## config.mk

```make
export PLATFORM = sky130hd
export DESIGN_NAME = motor_param_code_decoder
export DESIGN_NICKNAME = d
export VERILOG_FILES = /design/src/core/motor_param_pkg.sv /design/src/core/code_expander.sv /design/src/core/motor_param_code_decoder.sv
export SDC_FILE = /design/constraint.sdc
export NUM_CORES = 1
export LEC_CHECK = 0
export BUFFER_PORTS_ARGS = -buffer_cell sky130_fd_sc_hd__buf_2
export CORE_ASPECT_RATIO = 1.5
export CORE_UTILIZATION = 40
export DETAILED_ROUTE_END_ITERATION = 8
export PLACE_DENSITY = 0.66
export RECOVER_POWER = 25
export SYNTH_ARGS = -nofsm -noshare
export SYNTH_HDL_FRONTEND = slang
export SYNTH_HIERARCHICAL = 1
export SYNTH_SLANG_ARGS = --single-unit
```

## constraint.sdc

```tcl
create_clock -name clk_in -period 13.05 [get_ports clk_in]
set_input_delay 0 -clock clk_in [delete_from_list [all_inputs] [get_ports clk_in]]
set_output_delay 0 -clock clk_in [all_outputs]
set_load 0.1 [all_outputs]
```

## src/core/motor_param_pkg.sv

```systemverilog
// Constants shared by the motor-parameter code decoder and its expander.
// Assumes codes arrive in the low seven bits of eight-bit configuration words.
package motor_param_pkg;

   // -------------------------------------------------------------------
   // Code field layout
   // -------------------------------------------------------------------
   localparam int CFG_W       = 8;
   localparam int CODE_W      = 7;
   localparam int CODE_LSB    = 0;
   localparam int MANT_W      = 4;
   localparam int MANT_LSB    = 0;
   localparam int SHIFT_W     = 3;
   localparam int SHIFT_LSB   = 4;
   localparam int VALUE_W     = 11;
   localparam int FREQ_W      = 16;
   localparam int VOLT_W      = VALUE_W + FREQ_W;

   // -------------------------------------------------------------------
   // Scaling and reset values
   // -------------------------------------------------------------------
   localparam int BEMF_WEIGHT_PER_VHZ       = 1090;
   localparam int RES_LSB_MICRO_OHM         = 9670;
   localparam logic [10:0] VALUE_MAX        = 11'h780;
   localparam logic [10:0] VALUE_MIN        = 11'h001;
   localparam logic [6:0]  CODE_ALL_ONES    = 7'h7F;
   localparam logic [6:0]  CODE_LSB_ONLY    = 7'h01;
   localparam logic [10:0] VALUE_RST        = 11'h000;
   localparam logic [26:0] VOLT_RST         = 27'h0000000;

   // -------------------------------------------------------------------
   // Initial motor condition seen at start-up
   // -------------------------------------------------------------------
   typedef enum logic [1:0] {
      COND_NONE       = 2'h0,
      COND_STATIONARY = 2'h1,
      COND_FORWARD    = 2'h3,
      COND_REVERSE    = 2'h2
   } start_cond_t;

endpackage : motor_param_pkg

```

## src/core/code_expander.sv

```systemverilog
// Expands one packed shift/mantissa code into its linear value.
// Purely combinational; the caller registers the result.
`timescale 1ns/1ps
module code_expander (
   input  wire logic [6:0]  code_in,
   output logic      [10:0] value_out
);
   logic [3:0] mantissa;
   logic [2:0] shift;

   assign mantissa  = code_in[motor_param_pkg::MANT_LSB +: motor_param_pkg::MANT_W];
   assign shift     = code_in[motor_param_pkg::SHIFT_LSB +: motor_param_pkg::SHIFT_W];
   assign value_out = {7'h00, mantissa} << shift;

endmodule : code_expander

```

## src/core/motor_param_code_decoder.sv

```systemverilog
// Motor parameter code decoder: registers linear back-EMF and resistance values,
// the expected back-EMF level, and the initial motor condition at start-up.
// Assumes all inputs come from logic on clk_in; no synchronisers needed.
`timescale 1ns/1ps
module motor_param_code_decoder (
   input  wire logic        clk_in,
   input  wire logic        sys_rst_in,
   input  wire logic [7:0]  motor_cfg_first_in,
   input  wire logic [7:0]  motor_cfg_second_in,
   input  wire logic [15:0] elec_freq_in,
   input  wire logic        start_req_in,
   input  wire logic        motor_moving_in,
   input  wire logic        motor_forward_in,
   output logic      [10:0] bemf_value_out,
   output logic      [10:0] phase_res_value_out,
   output logic      [26:0] expected_bemf_out,
   output logic      [1:0]  start_cond_out,
   output logic             bemf_set_out,
   output logic             phase_res_set_out
);

   // -------------------------------------------------------------------
   // State
   // -------------------------------------------------------------------
   typedef struct packed {
      logic [10:0]                   bemf_val;
      logic [10:0]                   res_val;
      logic [26:0]                   volt;
      motor_param_pkg::start_cond_t  cond;
      logic                          bemf_set;
      logic                          res_set;
   } dec_state_t;

   dec_state_t  st;
   dec_state_t  next_st;

   logic [6:0]  bemf_const_code;
   logic [6:0]  phase_res_code;
   logic [2:0]  bemf_const_shift;
   logic [3:0]  bemf_const_mantissa;
   logic [10:0] bemf_lin;
   logic [10:0] res_lin;

   // -------------------------------------------------------------------
   // Field extraction
   // -------------------------------------------------------------------
   // Back-EMF code lives in the second word, resistance in the first
   assign bemf_const_code = motor_cfg_second_in[motor_param_pkg::CODE_LSB +:
                                                motor_param_pkg::CODE_W];
   assign phase_res_code  = motor_cfg_first_in[motor_param_pkg::CODE_LSB +:
                                               motor_param_pkg::CODE_W];
   // Split kept visible for the checks below
   assign bemf_const_shift    = bemf_const_code[motor_param_pkg::SHIFT_LSB +:
                                                motor_param_pkg::SHIFT_W];
   assign bemf_const_mantissa = bemf_const_code[motor_param_pkg::MANT_LSB +:
                                                motor_param_pkg::MANT_W];

   // -------------------------------------------------------------------
   // Expanders
   // -------------------------------------------------------------------
   // Same scheme for both codes, so one expander serves each
   code_expander u_bemf_exp (
      .code_in   (bemf_const_code),
      .value_out (bemf_lin)
   );

   code_expander u_res_exp (
      .code_in   (phase_res_code),
      .value_out (res_lin)
   );

   // -------------------------------------------------------------------
   // Next state
   // -------------------------------------------------------------------
   always_comb begin
      next_st          = st;
      // Value weight is 1090 per V/Hz; resistance weight 9.67 mOhm
      next_st.bemf_val = bemf_lin;
      next_st.res_val  = res_lin;
      next_st.bemf_set = (bemf_lin != motor_param_pkg::VALUE_RST);
      next_st.res_set  = (res_lin != motor_param_pkg::VALUE_RST);
      // Ratio times frequency gives the phase-to-phase level, scaled by 1090.
      // Uses the registered ratio so the level settles two cycles after a code change.
      // Both factors widened first; a bare product would wrap at the 16-bit operand width
      next_st.volt     = 27'(st.bemf_val) * 27'(elec_freq_in);
      if (start_req_in) begin
         if (!motor_moving_in) begin
            next_st.cond = motor_param_pkg::COND_STATIONARY;
         end else if (motor_forward_in) begin
            next_st.cond = motor_param_pkg::COND_FORWARD;
         end else begin
            next_st.cond = motor_param_pkg::COND_REVERSE;
         end
      end
   end

   // -------------------------------------------------------------------
   // Registers
   // -------------------------------------------------------------------
   always_ff @(posedge clk_in) begin
      if (sys_rst_in) begin
         st.bemf_val <= motor_param_pkg::VALUE_RST;
         st.res_val  <= motor_param_pkg::VALUE_RST;
         st.volt     <= motor_param_pkg::VOLT_RST;
         st.cond     <= motor_param_pkg::COND_NONE;
         st.bemf_set <= 1'b0;
         st.res_set  <= 1'b0;
      end else begin
         st <= next_st;
      end
   end

   assign bemf_value_out      = st.bemf_val;
   assign phase_res_value_out = st.res_val;
   assign expected_bemf_out   = st.volt;
   assign start_cond_out      = st.cond;
   assign bemf_set_out        = st.bemf_set;
   assign phase_res_set_out   = st.res_set;
endmodule : motor_param_code_decoder

```

# ---- Yosys cells after proc, flatten, opt, wreduce, memory -nomap -nowiden
# Index checks and enable logic that the tools add are counted.
dict set report totals {
  ff_bits 53
  latch_bits 0
  ramBits 0
  mem_bits_ro 0
  input_bits 37
  out_inout_bits 53
  word_cells 13
  n_memories 0
}
dict set report op_classes {
  n_addsub 0
  n_mul 1
  n_div 0
  magnitude_cmp 0
  eq_ne 0
  n_shift 2
  n_mux 2
  n_bitwise 0
  reduce_logical 2
}
# cell count
set ops {}
lappend ops {{multiplier 11 x 16 -> 27 bit} 1}
lappend ops {{nonzero test 11 bit} 2}
lappend ops {{left shift 4 x 3 -> 11 bit} 2}
lappend ops {{two-way mux 2 bit} 1}
lappend ops {{two-way mux 1 bit} 1}

# ---- Longest topological paths before layout
dict set report logic_depth {
  ltp_word 2
  ltp_mapped 19
  ltp_nobuf 18
}

# ---- Cells and area by module
# Netlist, hierarchy kept.
# mod n_inst cells_each area_each_um2 seq_area_each_um2
set modules_own_cells {}
lappend modules_own_cells {motor_param_code_decoder 1 800 7154.4 1061.0}
lappend modules_own_cells {code_expander 2 30 229.0 0.0}

# ---- Worst setup path before layout
# Ideal clock, no wire load.
dict set report synth_path {
  kind {register -> register}
  start {register st (netlist bit bemf_value_out[2])}
  end {register st (netlist bit expected_bemf_out[26])}
  setup_time_ns 0.121
  arrival_time_ns 5.592
  required_time_ns 12.929
  slack_ns 7.336
  path_stages_with_launch 18
  n_path_buf 1
  synth_period_minus_slack_ns 5.714
  cell_sequence {dfxtp_1 clkbuf_1 nand2_1 fa_1 fa_1 fa_1 inv_1 fa_1 inv_1 fa_1 inv_1 ha_1 a21oi_1 o211ai_2 a31oi_4 a21oi_2 o32ai_2 mux2_4}
}
dict set report synth_between {
  elab_chain_cells 1
}
# element line_no
set synth_lines {}
lappend synth_lines {{from (decl)} motor_param_code_decoder.sv:34} ;# dec_state_t st;
lappend synth_lines {{from (signal assigned)} motor_param_code_decoder.sv:109} ;# st <= next_st;
lappend synth_lines {{multiplier 11 x 16 -> 27 bit} motor_param_code_decoder.sv:85} ;# next_st.volt = 27'(st.bemf_val) * 27'(elec_freq_in);
# Every way passes these cells.
# A chain may end at the register's enable or synchronous reset.

# ---- Worst setup path after layout
dict set report layout_path {
  start {register st (netlist bit bemf_value_out[6])}
  end {register st (netlist bit expected_bemf_out[26])}
}
# Same word-level chain as after synthesis.

==> flow_summary.json <==
{
  "fin_crit_ns": 5.589,
  "cts_inserted_buffers": 5,
  "diodes": 0,
  "ys_seq_elements": 53,
  "drt_pre_antenna_iters": 6,
  "worstMarginPinSlew_ns": 2.308,
  "start_util_pct": 40.88,
  "htree_levels": 2,
  "tns_ns": 0,
  "total_power_w": 0.0006716,
  "rows": 61,
  "endpoint": "expected_bemf_out[26]",
  "grt_first_pass_wirelength_um": 29240,
  "placed_cells": 1158,
  "maxCapViolations": 1,
  "netlist_top_cells_area": "fa_1 33%, dfxtp_1 14%, ha_1 11%, and2_1 7.2%, inv_1 7.1%",
  "reg2reg_depth": 16,
  "num_vias": 5756,
  "grt_util_all_layers_pct": 18.82,
  "cts_tree": "built",
  "layout-drive-gt1-share_pct": 12.08,
  "critPathArrivalTime_ns": 5.78,
  "ios": 90,
  "required_ns": 13.24,
  "drt_wl_total_um": 16590,
  "instances_no_fill": 1171,
  "worst_r2r_endpoint": "expected_bemf_out[26]",
  "cts_resized": 0,
  "cts.sinks": 53,
  "cts_setup_buffers": 0,
  "die_w_um": 114.6,
  "status": "finished with violations",
  "r2r_slack_ns": 7.46,
  "grt_pass1_vias": 6090,
  "timing.final.crit_share_pct": 42.82,
  "avgSynthCellArea_um2": 8.852,
  "design_area_um2": 8372,
  "synth_area_um2": 7612,
  "drtIter0Drc": 194,
  "hold_violations": 0,
  "critPathLaunchType": "register",
  "antenna_found_initial": 0,
  "io_buffers": 87,
  "cp_max_fo": 17,
  "post-route-drc-count": 0,
  "rsz0062_at_grt": "false",
  "hold_path.class": "in -> reg",
  "end_kind": "register",
  "postCtsHoldBufs": 5,
  "path_cells": "nand2_1 > fa_1 > inv_1 > fa_1 > fa_1 > fa_1 > inv_1 > fa_1 > inv_1 > ha_1 > a21oi_1 > o21ai_0 > a31oi_4 > a21oi_2 > o32ai_2 > mux2_4",
  "via_per_inst": 4.915,
  "clockRootBuffer": "clkbuf_16",
  "setup_violations": 0,
  "peakVddDrop_uv": 96.13,
  "grt_overflow": 0,
  "rr_startpoint": "bemf_value_out[6]",
  "place_congestion": 0.8578,
  "synth_cell_types": 50,
  "ant_nets": 0,
  "place_area_um2": 8169,
  "syn_nets": 1087,
  "cpPeakStageDelay_ns": 0.83,
  "slew_headroom_pct": -53.88,
  "nNetsFinal": 1145,
  "areaGrowthSynthToFinish_pct": 9.977,
  "skew_ns": 0.005712,
  "power_leakage_nw": 4.190,
  "violations": "max-capacitance violations, max-slew violations",
  "ys_seq_area_share_pct": 13.94,
  "worst_path_most_repeated_cell": "fa_1",
  "wire_per_inst_um": 14.17,
  "fmax_mhz": 178.9,
  "fp.coreArea_um2": 18620,
  "slowest_stage": "dfxtp_1",
  "synth_top_area_cell": "fa_1",
  "grt_max_degree": 58,
  "fin_hold_ws_ns": 0.04042,
  "final_max_slew_viol_count": 58,
  "cts.path.max_buffers": 2,
  "syn_inst": 860,
  "dieHeight_um": 171.0,
  "crit_start": "bemf_value_out[6]",
  "hpwl_um": 13600,
  "ys_warn_count": 6,
  "dieArea_um2": 19600,
  "power.density_nw_per_um2": 80.22,
  "synth.top_cell.area_share_pct": 32.87,
  "cts.reportedPaths.clkPinSlew_ns": 0.07,
  "clock_latency_ns": 0.29,
  "crit_type": "reg -> reg"
}
[worst min path at each step]
stage	depth (start not counted)	slack [ns]	endpoint	from
final	3	0.04	expected_bemf_out[0]	elec_freq_in[0]
after global routing	3	0.07	expected_bemf_out[0]	elec_freq_in[0]
after CTS	3	0.03	expected_bemf_out[0]	elec_freq_in[0]
after detailed placement	3	0.26	start_cond_out[0]	motor_forward_in
after global placement	3	0.25	start_cond_out[0]	motor_forward_in
after floorplan	2	0.15	start_cond_out[0]	motor_forward_in
[cell usage after synthesis, drive strengths merged]
library cell	number
a211o	1
a211oi	3
a21o	6
a21oi	25
a221o	1
a31oi	5
a41oi	2
and2	88
and3	1
buf	8
clkbuf	33
dfxtp	53
fa	125
ha	65
inv	145
mux2	4
mux2i	8
nand2	119
nand2b	15
nand3	2
nand4	4
nand4b	2
nand4bb	2
nor2	34
nor2b	31
nor3	10
nor4	4
nor4b	2
o211ai	3
o21a	4
o21ai	14
o21bai	3
o221ai	5
o22ai	11
o31ai	1
o32ai	1
or2	3
xnor2	9
xor2	8
[flip-flops by register name (all words and copies together) (netlist names)]
name                 flops
start_cond_out           2
phase_res_value_out     11
bemf_value_out          11
expected_bemf_out       27
bemf_set_out             1
phase_res_set_out        1
[cell type report]
type	count	area (um2)
Multi-Input combinational cell	621	5813
Clock buffer	5	125.1
Timing Repair Buffer	92	479.2
Tap cell	252	315.3
Clock inverter	3	33.78
Fill cell	1879	10250
Inverter	145	544.3
Sequential cell	53	1061
[stage by stage]
step           utilization (%)  setup WS (ns)
2_1_floorplan                -          7.336
3_3_place_gp             43.87          7.455
3_5_place_dp             43.87          7.487
4_1_cts                  44.99          7.446
5_1_grt                  44.95          7.157
6_report                 44.95          7.461
[critical path, delay by kind of cell (launching register included)]
kind            cells  cell delay [ns]
compound gates      5             1.14
fa+ha+maj           6             2.87
buf+inv             3             0.15
flops               1             0.83
mux                 1             0.32
simple gates        1             0.17
[placed cells by master, fill, tap and decap left out, types with 3 or more instances in the layout]
| cell type | synthesis | routed |
|---|---|---|
| inv_1 | 145 | 145 |
| fa_1 | 125 | 125 |
| nand2_1 | 119 | 119 |
| and2_1 | 88 | 88 |
| buf_2 | 2 | 82 |
| ha_1 | 65 | 65 |
| dfxtp_1 | 53 | 53 |
| nor2_1 | 34 | 34 |
| nor2b_1 | 31 | 31 |
| a21oi_1 | 21 | 21 |
| nand2b_1 | 15 | 15 |
| o21ai_0 | 12 | 12 |
| o22ai_1 | 11 | 11 |
| nor3_1 | 10 | 10 |
| xnor2_1 | 9 | 9 |
| xor2_1 | 8 | 8 |
| a21o_1 | 6 | 6 |
| clkbuf_16 | 0 | 5 |
| dlygate4sd3_1 | 0 | 5 |
| clkbuf_1 | 33 | 5 |
| a21oi_2 | 4 | 4 |
| nand4_1 | 4 | 4 |
| o21a_1 | 4 | 4 |
| a31oi_1 | 4 | 4 |
| nor4_1 | 4 | 4 |
| mux2i_1 | 4 | 4 |
| mux2i_2 | 4 | 4 |
| mux2_2 | 3 | 3 |
| o221ai_1 | 3 | 3 |
| o21bai_1 | 3 | 3 |
[layer usage]
layer,routed length [um],GRT usage [%],vias up,share of wire (%)
met3,496,1.807,14,3.0
met5,0,0,-,0
met1,6982,22.90,2888,42
met2,8898,34.41,95,54
li1,-,-,2759,-
met4,217,6.324,0,1.3
[cell families (layout without fill, tap and decap cells)]
| kind of cell | Yosys count | count (layout) | share of synthesized area (%) |
|---|---|---|---|
| AOI/OAI and AO/OA | 85 | 85 | 7.807 |
| xor gates and xnor gates | 17 | 17 | 1.956 |
| adders and majority gates | 190 | 190 | 43.56 |
| buffers and inverters | 186 | 245 | 9.697 |
| DFF | 53 | 53 | 13.94 |
| muxes | 12 | 12 | 1.890 |
| and+or+nand+nor | 317 | 317 | 21.15 |
[power breakdown]
group / internal [W] / switching, W / leakage (nW) / total (W)
registers: 0.000177 / 0.0000121 / 0.434 / 0.000189
clock network: 0.0000733 / 0.0000610 / 0.0767 / 0.000134
logic: 0.0000981 / 0.000250 / 3.68 / 0.000348
(Power assumes the default switching activity.)
